===== config.mk =====
export PLATFORM = sky130hd
export DESIGN_NAME = axis_status_readback_regs
export DESIGN_NICKNAME = d
export VERILOG_FILES = /design/src/logic/axis_status_pkg.sv /design/src/logic/axis_status_readback_regs.sv
export SDC_FILE = /design/constraint.sdc
export NUM_CORES = 1
export LEC_CHECK = 0
export BUFFER_PORTS_ARGS = -buffer_cell sky130_fd_sc_hd__buf_4
export CORE_AREA = 2 2 103 105
export CTS_BUF_LIST = sky130_fd_sc_hd__clkbuf_8 sky130_fd_sc_hd__clkbuf_16
export CTS_CLUSTER_DIAMETER = 50
export CTS_CLUSTER_SIZE = 25
export DETAILED_ROUTE_END_ITERATION = 16
export DIE_AREA = 0 0 105 107
export GPL_TIMING_DRIVEN = 1
export MAX_ROUTING_LAYER = met4
export PLACE_DENSITY = 0.85
export SLEW_MARGIN = 0
export SYNTH_ARGS = -nofsm -noshare
export SYNTH_HDL_FRONTEND = slang
export SYNTH_SLANG_ARGS = --single-unit

===== constraint.sdc =====
create_clock -name ref_clk -period 2.4 [get_ports ref_clk]
set_clock_uncertainty 0.05 [all_clocks]
set_input_delay 0.24 -clock ref_clk [delete_from_list [all_inputs] [get_ports ref_clk]]
set_output_delay 0.24 -clock ref_clk [all_outputs]
set_load 0.005 [all_outputs]

===== src/logic/axis_status_pkg.sv =====
// package: offsets, field positions, command codes and carriers for the status readback bank
`default_nettype none
package axis_status_pkg;
  // register indices on the documented read port
  localparam logic [2:0] reg_error_finish = 3'h2;
  localparam logic [2:0] reg_paged_status = 3'h3;
  localparam logic [2:0] reg_pio_xy       = 3'h4;
  localparam logic [2:0] reg_pio_zu       = 3'h5;
  localparam logic [2:0] reg_data_low     = 3'h6;
  localparam logic [2:0] reg_data_high    = 3'h7;
  // field positions
  localparam int halt_lsb      = 0;
  localparam int enc_a_bit     = 3;
  localparam int enc_b_bit     = 4;
  localparam int in_pos_bit    = 5;
  localparam int fault_bit     = 6;
  localparam int plus_lim_bit  = 7;
  localparam int minus_lim_bit = 8;
  localparam int homing_lsb    = 9;
  localparam int page_bit      = 15;
  localparam int phase_lsb     = 4;
  localparam int jerk_lsb      = 7;
  localparam int timer_bit     = 10;
  localparam int split_bit     = 11;
  localparam int mc_err_bit    = 12;
  localparam int err_mc_bit    = 7;
  // command codes
  localparam logic [7:0] cmd_page_inputs = 8'h7a;
  localparam logic [7:0] cmd_page_motion = 8'h7b;
  localparam logic [7:0] cmd_nop         = 8'h1f;
  localparam logic [7:0] cmd_sync_en_lo  = 8'h81;
  localparam logic [7:0] cmd_sync_en_hi  = 8'h8f;
  localparam logic [7:0] cmd_sync_dis_lo = 8'h91;
  localparam logic [7:0] cmd_sync_dis_hi = 8'h9f;
  // reset values
  localparam logic [15:0] word_reset = 16'h0000;
  localparam logic        page_reset = 1'b0;
  localparam logic [3:0]  axis_reset = 4'h1;
  // profile phase and jerk phase codes from the drive engine
  typedef enum logic [1:0] {
    ph_idle = 2'h0, ph_accel = 2'h1, ph_const = 2'h2, ph_decel = 2'h3
  } phase_t;
  // per-axis pin and engine status carrier
  typedef struct packed {
    logic [2:0] halt;
    logic       enc_a;
    logic       enc_b;
    logic       in_pos;
    logic       fault;
    logic       plus_lim;
    logic       minus_lim;
    logic [5:0] homing_step;
    phase_t     speed_phase;
    phase_t     jerk_phase;
    logic       timer_run;
    logic       split_run;
    logic       mc_err_evt;
    logic [7:0] gp_in;
    logic [7:0] gp_out;
    logic [7:0] gp_dir_out;
  } axis_stat_t;
  // command write carrier
  typedef struct packed {
    logic       wr;
    logic [7:0] code;
    logic [3:0] axis;
  } cmd_t;
endpackage : axis_status_pkg
`default_nettype wire


===== src/logic/axis_status_readback_regs.sv =====
// paged per-axis status, pin readback and data-read word pair of the motion controller
// Notes on behaviour
// input bits read pin level, no inversion
// bits 2..0 show three halt input levels
// bits 3,4 encoder pins, swap setting ignored
// bit 5 in-position, bit 6 servo fault
// bits 7,8 limit pins, swap setting ignored
// bits 8..0 readable as general inputs
// bits 14..9 show homing step code
// bit 15 shows displayed page number
// motion bits 3..0 show enabled sync actions
// one of accel/constant/decel bits while driving
// s-curve jerk rising/flat/falling bits 7..9
// bit 10 set while timer runs
// bit 11 set while split pulse runs
// multichip error sets bit 12 and error bit 7
// xy readback: x low byte, y high
// pin bit shows input or driven level
// zu readback: z low byte, u high
// data-read loads low and high words
// data-read words are plain two's complement
// page commands select page, inputs after reset
// reads address axis of last command
// reads have no side effects
`default_nettype none
module axis_status_readback_regs (
  // clock and reset
  input  wire logic                              ref_clk,
  input  wire logic                              rst_b,
  // command write strobe from the command decoder
  input  wire axis_status_pkg::cmd_t             cmd,
  // per-axis status from pins and drive engine, x y z u
  input  wire axis_status_pkg::axis_stat_t [3:0] axis_stat,
  // data-read value and its load strobe
  input  wire logic                              data_load,
  input  wire logic [31:0]                       data_value,
  // error-status clear for the multichip error flags
  input  wire logic                              err_clear,
  // register read port
  input  wire logic [2:0]                        rd_addr,
  output logic [15:0]                            rd_data,
  // error flag seen by the error/finish status register
  output logic [3:0]                             mc_err_flag
);

  // ********************************************************
  // decode helpers
  // ********************************************************
  function automatic logic [1:0] axis_index(input logic [3:0] sel);
    logic [1:0] idx;
    idx = 2'd0;
    if (sel[1]) idx = 2'd1;
    if (sel[2]) idx = 2'd2;
    if (sel[3]) idx = 2'd3;
    return idx;
  endfunction : axis_index

  function automatic logic [2:0] one_hot_phase(input axis_status_pkg::phase_t ph);
    logic [2:0] v;
    v = 3'h0;
    case (ph)
      axis_status_pkg::ph_accel: v = 3'h1;
      axis_status_pkg::ph_const: v = 3'h2;
      axis_status_pkg::ph_decel: v = 3'h4;
      default:                   v = 3'h0;
    endcase
    return v;
  endfunction : one_hot_phase

  function automatic logic [7:0] pin_levels(input axis_status_pkg::axis_stat_t s);
    // output pins report what is driven, input pins what is sampled
    return (s.gp_out & s.gp_dir_out) | (s.gp_in & ~s.gp_dir_out);
  endfunction : pin_levels

  // ********************************************************
  // control state: page, axis target, sync enables, data words
  // ********************************************************
  logic [3:0]  axis_sel_q, axis_sel_d;
  logic [3:0]  page_q, page_d;
  logic [3:0]  sync_en_q [4];
  logic [3:0]  sync_en_d [4];
  logic [3:0]  mc_err_q, mc_err_d;
  logic [15:0] data_low_q, data_low_d;
  logic [15:0] data_high_q, data_high_d;

  always_comb begin
    axis_sel_d  = axis_sel_q;
    page_d      = page_q;
    sync_en_d   = sync_en_q;
    mc_err_d    = mc_err_q;
    data_low_d  = data_low_q;
    data_high_d = data_high_q;
    if (cmd.wr && cmd.axis != 4'h0) begin
      axis_sel_d = cmd.axis;
    end
    for (int a = 0; a < 4; a++) begin
      if (cmd.wr && cmd.axis[a]) begin
        if (cmd.code == axis_status_pkg::cmd_page_inputs) page_d[a] = 1'b0;
        if (cmd.code == axis_status_pkg::cmd_page_motion) page_d[a] = 1'b1;
        // low nibble of the code picks which actions change
        if (cmd.code >= axis_status_pkg::cmd_sync_en_lo &&
            cmd.code <= axis_status_pkg::cmd_sync_en_hi) begin
          sync_en_d[a] = sync_en_q[a] | cmd.code[3:0];
        end
        if (cmd.code >= axis_status_pkg::cmd_sync_dis_lo &&
            cmd.code <= axis_status_pkg::cmd_sync_dis_hi) begin
          sync_en_d[a] = sync_en_q[a] & ~cmd.code[3:0];
        end
      end
      // a new error outranks a clear in the same cycle
      if (err_clear) mc_err_d[a] = 1'b0;
      if (axis_stat[a].mc_err_evt) mc_err_d[a] = 1'b1;
    end
    if (data_load) begin
      data_low_d  = data_value[15:0];
      data_high_d = data_value[31:16];
    end
  end

  always_ff @(posedge ref_clk or negedge rst_b) begin
    if (!rst_b) begin
      axis_sel_q  <= axis_status_pkg::axis_reset;
      page_q      <= {4{axis_status_pkg::page_reset}};
      sync_en_q   <= '{default: 4'h0};
      mc_err_q    <= 4'h0;
      data_low_q  <= axis_status_pkg::word_reset;
      data_high_q <= axis_status_pkg::word_reset;
    end else begin
      axis_sel_q  <= axis_sel_d;
      page_q      <= page_d;
      sync_en_q   <= sync_en_d;
      mc_err_q    <= mc_err_d;
      data_low_q  <= data_low_d;
      data_high_q <= data_high_d;
    end
  end

  // ********************************************************
  // per-axis page words
  // ********************************************************
  logic [15:0] inputs_word [4];
  logic [15:0] motion_word [4];

  for (genvar g = 0; g < 4; g++) begin : g_axis
    always_comb begin
      inputs_word[g] = 16'h0000;
      // raw pin levels, no polarity or swap applied
      inputs_word[g][axis_status_pkg::halt_lsb +: 3]     = axis_stat[g].halt;
      inputs_word[g][axis_status_pkg::enc_a_bit]         = axis_stat[g].enc_a;
      inputs_word[g][axis_status_pkg::enc_b_bit]         = axis_stat[g].enc_b;
      inputs_word[g][axis_status_pkg::in_pos_bit]        = axis_stat[g].in_pos;
      inputs_word[g][axis_status_pkg::fault_bit]         = axis_stat[g].fault;
      inputs_word[g][axis_status_pkg::plus_lim_bit]      = axis_stat[g].plus_lim;
      inputs_word[g][axis_status_pkg::minus_lim_bit]     = axis_stat[g].minus_lim;
      inputs_word[g][axis_status_pkg::homing_lsb +: 6]   = axis_stat[g].homing_step;
      inputs_word[g][axis_status_pkg::page_bit]          = 1'b0;
      motion_word[g] = 16'h0000;
      motion_word[g][3:0]                                = sync_en_q[g];
      motion_word[g][axis_status_pkg::phase_lsb +: 3]    =
        one_hot_phase(axis_stat[g].speed_phase);
      motion_word[g][axis_status_pkg::jerk_lsb +: 3]     =
        one_hot_phase(axis_stat[g].jerk_phase);
      motion_word[g][axis_status_pkg::timer_bit]         = axis_stat[g].timer_run;
      motion_word[g][axis_status_pkg::split_bit]         = axis_stat[g].split_run;
      motion_word[g][axis_status_pkg::mc_err_bit]        = mc_err_q[g];
      motion_word[g][axis_status_pkg::page_bit]          = 1'b1;
    end
  end

  // ********************************************************
  // read mux, registered; reads change no state
  // ********************************************************
  logic [15:0] rd_data_d;
  logic [1:0]  ax;

  always_comb begin
    ax        = axis_index(axis_sel_q);
    rd_data_d = 16'h0000;
    case (rd_addr)
      axis_status_pkg::reg_paged_status:
        rd_data_d = page_q[ax] ? motion_word[ax] : inputs_word[ax];
      axis_status_pkg::reg_error_finish:
        rd_data_d = 16'(mc_err_q[ax]) << axis_status_pkg::err_mc_bit;
      axis_status_pkg::reg_pio_xy:
        rd_data_d = {pin_levels(axis_stat[1]), pin_levels(axis_stat[0])};
      axis_status_pkg::reg_pio_zu:
        rd_data_d = {pin_levels(axis_stat[3]), pin_levels(axis_stat[2])};
      axis_status_pkg::reg_data_low:  rd_data_d = data_low_q;
      axis_status_pkg::reg_data_high: rd_data_d = data_high_q;
      default:                        rd_data_d = 16'h0000;
    endcase
  end

  always_ff @(posedge ref_clk or negedge rst_b) begin
    if (!rst_b) begin
      rd_data     <= axis_status_pkg::word_reset;
      mc_err_flag <= 4'h0;
    end else begin
      rd_data     <= rd_data_d;
      mc_err_flag <= mc_err_d;
    end
  end

  // ********************************************************
  // checks
  // ********************************************************
  property p_page_after_reset;
    @(posedge ref_clk) $rose(rst_b) |-> page_q == 4'h0;
  endproperty
  a_page_after_reset: assert property (p_page_after_reset)
    else $error("page not inputs after reset");

  property p_page_cmd;
    @(posedge ref_clk) disable iff (!rst_b)
      cmd.wr && cmd.axis[0] && cmd.code == axis_status_pkg::cmd_page_motion |=> page_q[0];
  endproperty
  a_page_cmd: assert property (p_page_cmd)
    else $error("motion page command ignored");

  property p_page_bit;
    @(posedge ref_clk) disable iff (!rst_b)
      rd_addr == axis_status_pkg::reg_paged_status |=> rd_data[15] == $past(page_q[ax]);
  endproperty
  a_page_bit: assert property (p_page_bit)
    else $error("page bit wrong");

  property p_halt_bits;
    @(posedge ref_clk) disable iff (!rst_b)
      rd_addr == axis_status_pkg::reg_paged_status && !page_q[ax]
      |=> rd_data[2:0] == $past(axis_stat[ax].halt);
  endproperty
  a_halt_bits: assert property (p_halt_bits)
    else $error("halt bits mismatch");

  property p_phase_onehot;
    @(posedge ref_clk) disable iff (!rst_b)
      axis_stat[0].speed_phase != axis_status_pkg::ph_idle |-> $onehot(motion_word[0][6:4]);
  endproperty
  a_phase_onehot: assert property (p_phase_onehot)
    else $error("phase bits not one-hot");

  property p_mc_err;
    @(posedge ref_clk) disable iff (!rst_b)
      axis_stat[0].mc_err_evt |=> mc_err_q[0] && mc_err_flag[0];
  endproperty
  a_mc_err: assert property (p_mc_err)
    else $error("multichip error not flagged");

  property p_data_load;
    @(posedge ref_clk) disable iff (!rst_b)
      data_load |=> {data_high_q, data_low_q} == $past(data_value);
  endproperty
  a_data_load: assert property (p_data_load)
    else $error("data words not loaded");

  property p_pio_xy;
    @(posedge ref_clk) disable iff (!rst_b)
      rd_addr == axis_status_pkg::reg_pio_xy
      |=> rd_data == $past({pin_levels(axis_stat[1]), pin_levels(axis_stat[0])});
  endproperty
  a_pio_xy: assert property (p_pio_xy)
    else $error("xy readback wrong");

  property p_pio_zu;
    @(posedge ref_clk) disable iff (!rst_b)
      rd_addr == axis_status_pkg::reg_pio_zu
      |=> rd_data == $past({pin_levels(axis_stat[3]), pin_levels(axis_stat[2])});
  endproperty
  a_pio_zu: assert property (p_pio_zu)
    else $error("zu readback wrong");

  property p_timer_split;
    @(posedge ref_clk) disable iff (!rst_b)
      rd_addr == axis_status_pkg::reg_paged_status && page_q[ax]
      |=> rd_data[axis_status_pkg::split_bit] == $past(axis_stat[ax].split_run) &&
          rd_data[axis_status_pkg::timer_bit] == $past(axis_stat[ax].timer_run);
  endproperty
  a_timer_split: assert property (p_timer_split)
    else $error("timer or split bit wrong");

  property p_jerk_onehot;
    @(posedge ref_clk) disable iff (!rst_b)
      axis_stat[0].jerk_phase != axis_status_pkg::ph_idle
      |-> $onehot(motion_word[0][axis_status_pkg::jerk_lsb +: 3]);
  endproperty
  a_jerk_onehot: assert property (p_jerk_onehot)
    else $error("jerk bits not one-hot");

  property p_sync_en;
    @(posedge ref_clk) disable iff (!rst_b)
      cmd.wr && cmd.axis[0] && cmd.code >= axis_status_pkg::cmd_sync_en_lo &&
      cmd.code <= axis_status_pkg::cmd_sync_en_hi
      |=> (sync_en_q[0] & $past(cmd.code[3:0])) == $past(cmd.code[3:0]);
  endproperty
  a_sync_en: assert property (p_sync_en)
    else $error("sync action not enabled");

  property p_sync_dis;
    @(posedge ref_clk) disable iff (!rst_b)
      cmd.wr && cmd.axis[0] && cmd.code >= axis_status_pkg::cmd_sync_dis_lo &&
      cmd.code <= axis_status_pkg::cmd_sync_dis_hi
      |=> (sync_en_q[0] & $past(cmd.code[3:0])) == 4'h0;
  endproperty
  a_sync_dis: assert property (p_sync_dis)
    else $error("sync action not disabled");

  property p_axis_target;
    @(posedge ref_clk) disable iff (!rst_b)
      cmd.wr && cmd.axis != 4'h0 |=> axis_sel_q == $past(cmd.axis);
  endproperty
  a_axis_target: assert property (p_axis_target)
    else $error("read target not moved");

  property p_err_set_wins;
    @(posedge ref_clk) disable iff (!rst_b)
      axis_stat[1].mc_err_evt && err_clear |=> mc_err_q[1] && mc_err_flag[1];
  endproperty
  a_err_set_wins: assert property (p_err_set_wins)
    else $error("error lost to clear");

  property p_data_hold;
    @(posedge ref_clk) disable iff (!rst_b)
      !data_load |=> $stable({data_high_q, data_low_q});
  endproperty
  a_data_hold: assert property (p_data_hold)
    else $error("data words changed without load");

endmodule : axis_status_readback_regs
`default_nettype wire


Yosys cells after proc, flatten, opt, wreduce, memory -nomap -nowiden

Cells that the tools add are included.

$lt $le $gt $ge: 6
Equality and inequality tests: 32
Mux-type cells: 38
Bitwise logic cells: 26
Reductions and logical operators: 22

Operators with widths:

| cell                                                      | number |
|---|---|
| one-hot mux 16 bit (6 select lines)                       | 1 |
| two-way mux 16 bit                                        | 5 |
| one-hot mux 3 bit (3 select lines)                        | 8 |
| AND 8 bit                                                 | 8 |
| binary-select mux 16 bit (select 2 bit)                   | 2 |
| == test 2 bit (second input constant)                     | 16 |
| two-way mux 4 bit                                         | 8 |
| inverter 8 bit                                            | 4 |
| OR 8 bit                                                  | 4 |
| AND 4 bit                                                 | 4 |
| == test 2 x 1 -> 1 bit (second input constant)            | 8 |
| == test 8 x 7 -> 1 bit (second input constant)            | 2 |
| greater-or-equal comparator 8 bit (second input constant) | 2 |
| less-or-equal comparator 8 bit (second input constant)    | 2 |
| OR 4 bit                                                  | 4 |
| AND reduction 2 bit                                       | 8 |
| == test 3 bit (second input constant)                     | 4 |
| nonzero test 2 bit                                        | 6 |
| two-way mux 1 bit                                         | 10 |
| logical AND 1 bit                                         | 7 |
| == test 3 x 2 -> 1 bit (second input constant)            | 2 |
| binary-select mux 1 bit (select 2 bit)                    | 2 |
| two-way mux 2 bit                                         | 2 |
| inverter 4 bit                                            | 1 |
| 4 further kinds                                           | 4 |

Register bits after elaboration: 76
Input port bits: 236
Output and inout bits: 20
Word-level logic and storage cells: 140

Depth between registers and ports, before layout

Gate-level depths: netlist (run 1).

Depth in word-level cells: 9
Depth in mapped cells: 7
Gate-level depth less buffers: 4

Worst setup path before layout (run 1)

Ideal clock, no wire load.

Path kind: register -> register
From: register axis_sel_q[2]
To: register rd_data[1]
Library setup time: 0.122 ns
Arrival time: 1.423 ns
Data required time: 2.228 ns
Path slack: 0.806 ns
Stages on the path, launching flop included: 6
Path buffers: 1
Clock period less this slack: 1.594 ns
Cell sequence: dfrtp_1 > buf_4 > or2_4 > o211ai_4 > o211ai_1 > a32o_1

Cells in the longest elaborated chain, start to end: 8
Elaborated cells on any way between the ends: 13
Classes of those cells: mux (12); bitwise (1)

RTL lines:

| element                                                | RTL line                         | text |
|---|---|---|
| from (decl)                                            | axis_status_readback_regs.sv:78  | `logic [3:0] axis_sel_q, axis_sel_d;` |
| from (signal assigned)                                 | axis_status_readback_regs.sv:122 | `axis_sel_q <= axis_status_pkg::axis_reset;` |
| from (signal assigned)                                 | axis_status_readback_regs.sv:129 | `axis_sel_q <= axis_sel_d;` |
| two-way mux 2 bit *                                    | axis_status_readback_regs.sv:53  | `if (sel[2]) idx = 2'd2;` |
| two-way mux 2 bit *                                    | axis_status_readback_regs.sv:54  | `if (sel[3]) idx = 2'd3;` |
| inverter 2 -> 3 bit (implied by the code)              | axis_status_readback_regs.sv:181 | `rd_data_d = page_q[ax] ? motion_word[ax] : inputs_word[ax];` |
| binary-select mux 16 bit (select 2 bit)                | axis_status_readback_regs.sv:181 |  |
| two-way mux 16 bit (implied by the code) (2 in series) | axis_status_readback_regs.sv:181 |  |
| two-way mux 16 bit *                                   | axis_status_readback_regs.sv:181 |  |
| one-hot mux 16 bit (6 select lines) *                  | axis_status_readback_regs.sv:179 | `case (rd_addr)` |
| via rd_data_d[1]                                       | axis_status_readback_regs.sv:173 | `logic [15:0] rd_data_d;` |
| to (signal assigned)                                   | axis_status_readback_regs.sv:196 | `rd_data <= axis_status_pkg::word_reset;` |
| to (signal assigned)                                   | axis_status_readback_regs.sv:199 | `rd_data <= rd_data_d;` |
| to (decl)                                              | axis_status_readback_regs.sv:41  | `output logic [15:0] rd_data,` |

The timed path passes the listed nets; every way through them passes the cells marked *. The select of a mux whose other input is x is not followed.
A chain may end at the register's enable or synchronous reset.

Worst setup path in the final report (run 1)

From: register axis_sel_q[1]
To: register rd_data[8]

Cells in the longest elaborated chain, start to end: 9
Elaborated cells on any way between the ends: 14
Classes of those cells: mux (13); bitwise (1)

RTL lines:

| element                                                | RTL line                         | text |
|---|---|---|
| two-way mux 1 bit *                                    | axis_status_readback_regs.sv:52  | `if (sel[1]) idx = 2'd1;` |
| two-way mux 2 bit *                                    | axis_status_readback_regs.sv:53  |  |
| two-way mux 2 bit *                                    | axis_status_readback_regs.sv:54  |  |
| inverter 2 -> 3 bit (implied by the code)              | axis_status_readback_regs.sv:181 |  |
| binary-select mux 16 bit (select 2 bit)                | axis_status_readback_regs.sv:181 |  |
| two-way mux 16 bit (implied by the code) (2 in series) | axis_status_readback_regs.sv:181 |  |
| two-way mux 16 bit *                                   | axis_status_readback_regs.sv:181 |  |
| one-hot mux 16 bit (6 select lines) *                  | axis_status_readback_regs.sv:179 |  |
| via rd_data_d[8]                                       | axis_status_readback_regs.sv:173 |  |

Marked as above.

==> impl_metrics.py, run 1 <==
metrics = {
    "power": {
        "power_leakage_uw": 0.00351,
        "p_clk_share_pct": 27.9,
        "pwr-share-comb_pct": 30.5,
        "power_density_nw_per_um2": 507,
        "worst_ir_drop_vdd_v": 0.000286,
        "swShare_pct": 29.3,
        "power.internal_uw": 2540,
        "switchingPower_uw": 1050,
        "seqPwrFrac_pct": 41.6,
    },
    "setup_path": {
        "crit_path_max_fanout": 18,
        "r2r_start": "axis_sel_q[1]$_DFFE_PN0P_",
        "endpoint_kind": "register",
        "cp_num_buf_inv": 1,
        "crit_slowest_cell": "dfrtp_1",
        "critPathTopFamily": "compound AO/OA/AOI/OAI gates",
        "path_cells": "buf_4, nor2b_1, nor2_1, a311oi_1, o311ai_2",
        "cp-start-kind": "register",
        "slowest_delay_ps": 400,
        "r2r_end": "rd_data[8]$_DFF_PN0_",
        "worstSetupPathType": "register to register",
        "worstPathArrival_ps": 2010,
        "path_depth": 5,
        "cp-endpoint": "rd_data[8]$_DFF_PN0_",
        "required_ps": 2570,
        "reg2reg_depth": 5,
        "regToRegSetupSlack_ps": 550,
        "critPathLaunch": "axis_sel_q[1]$_DFFE_PN0P_",
    },
    "final_layout": {
        "finalNetCount": 941,
        "area_delta_synth_final_pct": 44.2,
        "diodes": 0,
        "finalNonFillerCells": 846,
        "fin_area_um2": 7090,
        "drive_gt1_share_pct": 50.0,
    },
    "route": {
        "wire_per_inst_um": 19.5,
        "vias": 4704,
        "viasPerCell": 5.56,
        "remaining_drc_errors": 0,
        "detail-route-antenna-nets": 0,
        "first_iter_violations": 261,
        "drt-pass1-iter-count": 5,
        "wl_um": 16500,
    },
    "sta": {
        "fmax_ghz": 0.542,
        "worstMarginPinSlew_ps": 965,
        "timing.hold.ws_ps": -42.4,
        "fin_crit_sh_pct": 76.9,
        "grt_setup_unrepaired": "no",
        "fin_tns_setup_ps": 0,
        "setup-violations-final": 0,
        "maxSlewHeadroom_pct": 35.7,
        "fin_crit_ps": 1850,
        "postLayoutSetupSlackWorst_ps": 554,
        "final-hold-violation-count": 11,
        "drv_slew": 0,
    },
    "synthesis": {
        "synth_cells": 462,
        "yosys-top-cells-area": "dfrtp_1 (38%), mux2_2 (13%), mux2i_1 (12%)",
        "synth_commonest_cells": "dfrtp_1 (75), mux2i_1 (60), mux2_2 (55)",
        "yosys_warnings": 0,
        "syn_avg_cell_area_um2": 10.6,
        "yosysTopAreaCell": "dfrtp_1",
        "synth_edf_count": 0,
        "synth_nets": 698,
        "ys_ff_latch": 75,
        "synth_cell_types": 59,
        "post-synth-top-count-cell": "dfrtp_1",
        "synthArstFlopShare_pct": 100,
        "ys.flop_type": "dfrtp_1",
        "yosysSeqAreaShare_pct": 38.2,
        "netlist_area_um2": 4920,
        "yosysTopAreaCellShare_pct": 38.2,
    },
    "clocking": {
        "ctsRootBufferMaster": "clkbuf_8",
        "clock-sinks": 75,
        "post_cts_buffers": 0,
        "clk_pin_slew_worst_paths_ps": 80,
        "holdBufCountCts": 0,
        "clk_latency_ps": 350,
        "htree_num_levels": 3,
        "cts-resized-gates": 0,
        "clockBufferDepth": 2,
        "tritoncts": "yes",
        "cts_inserted_buffers": 9,
    },
    "grt": {
        "grt_pass1_vias": 4861,
        "grt_max_degree": 76,
        "antenna_found_initial": 0,
        "grt.total_usage_pct": 30.0,
        "grt-ovfl-total": 0,
        "grt_first_pass_wirelength_um": 25200,
    },
    "floorplan": {
        "dieArea_um2": 11200,
        "die_y_um": 107,
        "core_um2": 10100,
        "io-pin-count": 256,
        "initial_utilization_pct": 48.7,
        "die_x_um": 105,
        "row_count": 37,
    },
    "worst_hold_path": {
        "min_path_type": "input port to async pin",
    },
    "placement": {
        "placed_area_um2": 6890,
        "io_buffers": 255,
        "place_ws_ps": 591,
        "place.gp.congestion": 0.868,
        "post-place-cells": 830,
        "dp_hpwl_um": 13200,
    },
    "job": {
        "cap_violations": 0,
    },
    "outcome": {
        "status": "complete, but fails checks",
        "violations": "hold timing",
    },
}
cells by family after synthesis:
logic type / after synthesis / share of synthesized area [%]
muxes: 132 / 30.1
AOI/OAI and AO/OA: 103 / 15.2
and+or+nand+nor: 95 / 10.9
DFF: 75 / 38.2
buffers and inverters: 57 / 5.60
power by group through the flow:
stage          clock [uW]  combinational [uW]  sequential (uW)
2_1_floorplan           0                 565             1500
3_3_place_gp            0                1060             1510
3_5_place_dp            0                1090             1520
4_1_cts              1010                1100             1490
5_1_grt              1060                1180             1510
6_report             1000                1100             1490
through the flow:
step	util (%)	hold slack [ps]	total power, uW
after detailed placement	68.3	381	2610
after CTS	70.3	10.5	3600
after global routing	70.3	27.8	3750
final	70.3	-42.4	3590
after floorplan	-	-106	2060
after global placement	68.3	374	2570
layer usage:
| metal | share of wire [%] | global-route usage (%) | vias to the layer above |
|---|---|---|---|
| met4 | 3.4 | 13.0 | 0 |
| li1 | - | - | 2183 |
| met5 | 0 | - | - |
| met1 | 38 | 33.5 | 2265 |
| met2 | 51 | 51.6 | 214 |
| met3 | 7.5 | 7.11 | 42 |
layout make-up:
class | instances | area [um^2]
Clock inverter | 6 | 63.8
Timing Repair Buffer | 264 | 1980
Sequential cell | 75 | 1880
Fill cell | 764 | 3000
Inverter | 25 | 93.8
Clock buffer | 10 | 138
Multi-Input combinational cell | 330 | 2770
Tap cell | 136 | 170
cell usage in the layout, fill, tap and decap left out, drive strengths merged, types with 11 or more instances in the layout:
master	count
nor2b	11
o21ai	13
o22ai	12
mux2i	60
dfrtp	75
buf	264
nand2	44
mux2	66
o211ai	18
inv	27
a21oi	15
how the worst min path moves through the flow:
stage	depth (start not counted)	startpoint	slack [ps]	endpoint
floorplan	0	rst_b	-110	async pin
global placement	2	axis_stat[70]	370	mc_err_flag[1]$_DFFE_PN0P_
detailed placement	2	axis_stat[70]	380	mc_err_flag[1]$_DFFE_PN0P_
CTS	2	axis_stat[24]	10	mc_err_flag[0]$_DFFE_PN0P_
global route	2	axis_stat[24]	30	mc_err_flag[0]$_DFFE_PN0P_
finish	1	rst_b	-40	rd_data[9]$_DFF_PN0_
Power figures use the tool's default switching activity.
==> run 2, diff against run 1 <==
Settings changed: CORE_AREA 2 2 103 105 to 2 2 112 114, DIE_AREA 0 0 105 107 to 0 0 114 116, PLACE_DENSITY 0.85 to 0.77.
Clock period 2.4 ns to 1.51 ns, I/O delays scaled along.
==> run 2 against run 1 <==
Against the previous run:
- the run ends with setup timing left
- total power rose by 81%
- sequential power grew 61%
- setup slack worse by 710 ps
- count of clock-buffer cells in the layout rose by 1
- sequential cell count unchanged
- cell count grew 6.9%
==> impl_metrics.py, run 2 (synthesis gave the netlist of run 1 again) <==
metrics = {
    "clocking": {
        "htree_num_levels": 3,
        "ctsRootBufferMaster": "clkbuf_16",
        "clk_latency_ps": 330,
        "tritoncts": "yes",
        "clock-sinks": 75,
        "clockBufferDepth": 2,
        "cts_inserted_buffers": 9,
        "clk_pin_slew_worst_paths_ps": 60,
    },
    "sta": {
        "drv_slew": 0,
        "worstMarginPinSlew_ps": 551,
        "fmax_ghz": 0.600,
        "fin_crit_sh_pct": 110,
        "grt_setup_unrepaired": "yes",
        "postLayoutSetupSlackWorst_ps": -156,
        "maxSlewHeadroom_pct": 62.9,
        "final-hold-violation-count": 0,
        "setup-violations-final": 13,
        "fin_crit_ps": 1670,
    },
    "setup_path": {
        "r2r_end": "rd_data[8]$_DFF_PN0_",
        "cp-start-kind": "register",
        "regToRegSetupSlack_ps": -160,
        "r2r_start": "axis_sel_q[1]$_DFFE_PN0P_",
        "worstSetupPathType": "register to register",
        "endpoint_kind": "register",
        "required_ps": 1700,
        "reg2reg_depth": 5,
        "worstPathArrival_ps": 1850,
        "critPathLaunch": "axis_sel_q[1]$_DFFE_PN0P_",
        "cp-endpoint": "rd_data[8]$_DFF_PN0_",
        "crit_path_max_fanout": 4,
    },
    "route": {
        "drt-pass1-iter-count": 5,
        "detail-route-antenna-nets": 0,
        "vias": 4943,
        "remaining_drc_errors": 0,
        "wire_per_inst_um": 18.8,
        "first_iter_violations": 268,
        "wl_um": 17000,
        "viasPerCell": 5.47,
    },
    "final_layout": {
        "final_cell_mix": "buf_4 (282), dfrtp_1 (73), mux2i_1 (60)",
        "drive_gt1_share_pct": 52.0,
        "finalNonFillerCells": 904,
        "diodes": 0,
        "finalNetCount": 988,
        "nFillCells": 954,
        "area_delta_synth_final_pct": 57.6,
        "final_util_pct": 65.1,
        "final_common_cell": "buf_4",
    },
    "worst_hold_path": {
        "min_path_type": "input port to register",
    },
    "outcome": {
        "status": "complete, but fails checks",
        "violations": "setup timing",
    },
    "job": {
        "cap_violations": 0,
    },
    "power": {
        "power_leakage_uw": 0.00383,
        "worst_ir_drop_vdd_v": 0.000493,
        "power_density_nw_per_um2": 841,
    },
    "grt": {
        "grt-ovfl-total": 0,
        "grt_pass1_vias": 5325,
        "antenna_found_initial": 0,
        "grt_first_pass_wirelength_um": 26100,
        "grt.total_usage_pct": 26.4,
        "grt_max_degree": 76,
    },
    "placement": {
        "place.gp.congestion": 0.923,
        "dp_hpwl_um": 13400,
        "io_buffers": 255,
        "place_ws_ps": -165,
        "post-place-cells": 869,
    },
    "floorplan": {
        "core_um2": 11900,
        "initial_utilization_pct": 41.3,
        "dieArea_um2": 13200,
        "io-pin-count": 256,
        "die_x_um": 114,
        "row_count": 40,
        "die_y_um": 116,
    },
}
run 2: cell types whose count changed in the layout (fill, tap and decap cells not counted), moves of 5 or more:
cell	before	now
buf_12	0	5
buf_4	264	282
buf_6	0	6
clkbuf_16	0	9
clkbuf_8	10	2
dlygate4sd3_1	0	17
run 2: what timing repair did:
item | CTS | global route
pin swaps | 8 | 9
endpoints found under the hold margin | 91 | 0
setup buffers | 1 | 1
gates resized for setup | 13 | 12
hold buffers | 17 | 0
endpoints found under the setup margin | 15 | 15
run 2: worst min path at each step:
stage | endpoint | startpoint | depth (start not counted)
finish | data_high_q[9]$_DFFE_PN0P_ | data_value[25] | 2
global route | data_low_q[3]$_DFFE_PN0P_ | data_value[3] | 2
CTS | data_low_q[2]$_DFFE_PN0P_ | data_value[2] | 2
detailed placement | rd_data[8]$_DFF_PN0_ | rst_b | 2
global placement | rd_data[8]$_DFF_PN0_ | rst_b | 2
floorplan | async pin | rst_b | 0
run 2: layout make-up:
| type | instances | area [um^2] | share of cell area (%) |
|---|---|---|---|
| multi-input combinational | 330 | 2810 | 36.3 |
| timing repair buffer | 311 | 2470 | 31.9 |
| sequential | 75 | 1880 | 24.2 |
| clock buffer | 11 | 253 | 3.26 |
| tap | 147 | 184 | 2.37 |
| inverter | 25 | 98.8 | 1.28 |
| clock inverter | 5 | 53.8 | 0.694 |
run 2: critical path: stages (launching register included):
cell and delay [ps]:
dfrtp_2 440, buf_6 140, nor2b_4 120, or4b_1 480, o311a_1 140, o311ai_2 210
run 2: metrics by stage:
step / hold WS [ps] / instance area [um^2] / total power, uW / setup TNS, ps
detailed placement: 161 / 7180 / 4260 / -1340
finish: 7.57 / 7750 / 6520 / -950
floorplan: -195 / 4920 / 3270 / -188
CTS: 0.167 / 7700 / 6520 / -857
global route: 2.68 / 7750 / 6810 / -1590
global placement: 151 / 7180 / 4200 / -783
run 2: routing by layer:
layer / global-route usage, % / vias up / share of wire (%) / routed length [um]
met4: 12.0 / 0 / 3.7 / 626
met5: - / - / 0 / 0
met3: 3.40 / 42 / 6.7 / 1140
met1: 29.6 / 2374 / 38 / 6470
li1: - / 2286 / - / -
met2: 47.0 / 241 / 52 / 8760
run 2: report_power, final:
group | total [uW] | switching (uW) | leakage [uW] | internal (uW)
combinational | 1930 | 801 | 0.00280 | 1130
sequential | 2400 | 141 | 0.000876 | 2260
clock | 2190 | 831 | 0.000154 | 1360
total | 6520 | 1770 | 0.00383 | 4750
==> run 3, diff against run 2 <==
Settings changed: BUFFER_PORTS_ARGS -buffer_cell sky130_fd_sc_hd__buf_4 to -buffer_cell sky130_fd_sc_hd__buf_2.
==> run 3 against run 2 <==
Against the previous run:
- the flow still finishes with violations (setup timing)
- combinational power decreased by 9.8%
- register-to-register slack improved by 70 ps
- sequential cell count unchanged
- largest cell class unchanged
- highest routed layer unchanged
==> impl_metrics.py, run 3 (synthesis gave the netlist of run 1 again) <==
metrics = {
    "outcome": {
        "status": "complete, but fails checks",
        "violations": "setup timing",
    },
    "setup_path": {
        "cp_num_buf_inv": 1,
        "worstSetupPathType": "register to register",
        "cp-endpoint": "rd_data[2]$_DFF_PN0_",
        "cp-start-kind": "register",
        "slowest_delay_ps": 460,
        "path_cells": "buf_12, mux2_1, mux2i_1, o211ai_1, a32o_1",
        "path_depth": 5,
        "worstPathArrival_ps": 1770,
        "required_ps": 1680,
        "r2r_end": "rd_data[2]$_DFF_PN0_",
        "r2r_start": "axis_sel_q[1]$_DFFE_PN0P_",
        "crit_slowest_cell": "dfrtp_2",
        "reg2reg_depth": 5,
        "critPathLaunch": "axis_sel_q[1]$_DFFE_PN0P_",
        "critPathTopFamily": "flip-flops",
        "crit_path_max_fanout": 9,
        "endpoint_kind": "register",
        "regToRegSetupSlack_ps": -90,
    },
    "placement": {
        "io_buffers": 255,
        "dp_hpwl_um": 13200,
        "place.gp.congestion": 0.893,
        "placed_area_um2": 6540,
        "place_ws_ps": -123,
    },
    "clocking": {
        "clockBufferDepth": 2,
        "ctsRootBufferMaster": "clkbuf_16",
        "clk_latency_ps": 330,
        "clock-sinks": 75,
        "clk_pin_slew_worst_paths_ps": 60,
        "tritoncts": "yes",
        "cts_inserted_buffers": 9,
        "htree_num_levels": 3,
    },
    "route": {
        "viasPerCell": 5.37,
        "vias": 4904,
        "detail-route-antenna-nets": 0,
        "wire_per_inst_um": 18.4,
        "first_iter_violations": 236,
        "remaining_drc_errors": 0,
        "drt-pass1-iter-count": 4,
        "wl_um": 16800,
    },
    "sta": {
        "drv_slew": 0,
        "final-hold-violation-count": 0,
        "timing.hold.ws_ps": 5.77,
        "grt_setup_unrepaired": "yes",
        "fin_crit_ps": 1600,
        "fmax_ghz": 0.625,
        "worstMarginPinSlew_ps": 570,
        "postLayoutSetupSlackWorst_ps": -89.4,
        "fin_tns_setup_ps": -544,
        "setup-violations-final": 12,
        "maxSlewHeadroom_pct": 61.7,
        "fin_crit_sh_pct": 106,
    },
    "power": {
        "power_leakage_uw": 0.00364,
        "power_density_nw_per_um2": 857,
        "worst_ir_drop_vdd_v": 0.000467,
    },
    "worst_hold_path": {
        "min_path_type": "input port to register",
    },
    "final_layout": {
        "final_cell_mix": "buf_2 (254), dfrtp_1 (72), mux2i_1 (59)",
        "final_util_pct": 60.5,
        "fin_area_um2": 7200,
        "diodes": 0,
        "area_delta_synth_final_pct": 46.4,
        "drive_gt1_share_pct": 51.7,
        "final_common_cell": "buf_2",
        "finalNetCount": 998,
    },
    "grt": {
        "grt-ovfl-total": 0,
        "grt_max_degree": 76,
        "grt.total_usage_pct": 26.1,
        "antenna_found_initial": 0,
        "grt_pass1_vias": 5395,
        "grt_first_pass_wirelength_um": 25700,
    },
    "floorplan": {
        "row_count": 40,
        "io-pin-count": 256,
        "core_um2": 11900,
        "die_x_um": 114,
        "initial_utilization_pct": 41.3,
        "dieArea_um2": 13200,
        "die_y_um": 116,
    },
    "job": {
        "cap_violations": 0,
    },
}
-- run 3: layer usage --
metal  GRT usage [%]  share of wire, %  routed length, um  vias to the layer above
li1                -                 -                  -                     2307
met1            27.9                38               6390                     2341
met2            48.1                53               8810                      218
met3            3.50               6.2               1030                       38
met4            11.5               3.1                527                        0
met5               -                 0                  0                        -
-- run 3: layout make-up --
type                            count  area, um^2
Fill cell                        1003        4710
Multi-Input combinational cell    330        2830
Timing Repair Buffer              321        1930
Sequential cell                    75        1880
Clock buffer                       12         267
Tap cell                          147         184
Inverter                           25        96.3
Clock inverter                      3        15.0
-- run 3: worst reg2reg max path: stages, from the launching register on --
cell      delay, ps
dfrtp_2         460
buf_12          160
mux2_1          300
mux2i_1         140
o211ai_1        110
a32o_1          270
-- run 3: worst min-delay path by stage --
stage	end	from	slack, ps	cells past startpoint
global route	data_high_q[4]$_DFFE_PN0P_	data_value[20]	4	2
global placement	rd_data[8]$_DFF_PN0_	rst_b	150	2
detailed placement	rd_data[8]$_DFF_PN0_	rst_b	160	2
floorplan	async pin	rst_b	-190	0
finish	data_high_q[4]$_DFFE_PN0P_	data_value[20]	6	2
CTS	data_low_q[13]$_DFFE_PN0P_	data_value[13]	0.08	2
-- run 3: metrics by stage --
| stage | instances | total power [uW] |
|---|---|---|
| floorplan | 462 | 3270 |
| global placement | 869 | 3990 |
| detailed placement | 869 | 4060 |
| CTS | 913 | 6180 |
| global route | 913 | 6460 |
| finish | 913 | 6170 |
-- run 3: power by group --
group	internal [uW]	switching, uW	total [uW]
clock	1230	805	2030
combinational	940	805	1740
sequential	2260	137	2390
-- run 3: repair_timing --
item / in CTS / in global routing
pin swaps: 3 / 2
buffers inserted: 2 / 0
hold buffers: 27 / 0
hold endpoints to repair: 101 / 0
setup endpoints to repair: 15 / 16
gates resized for setup: 12 / 13
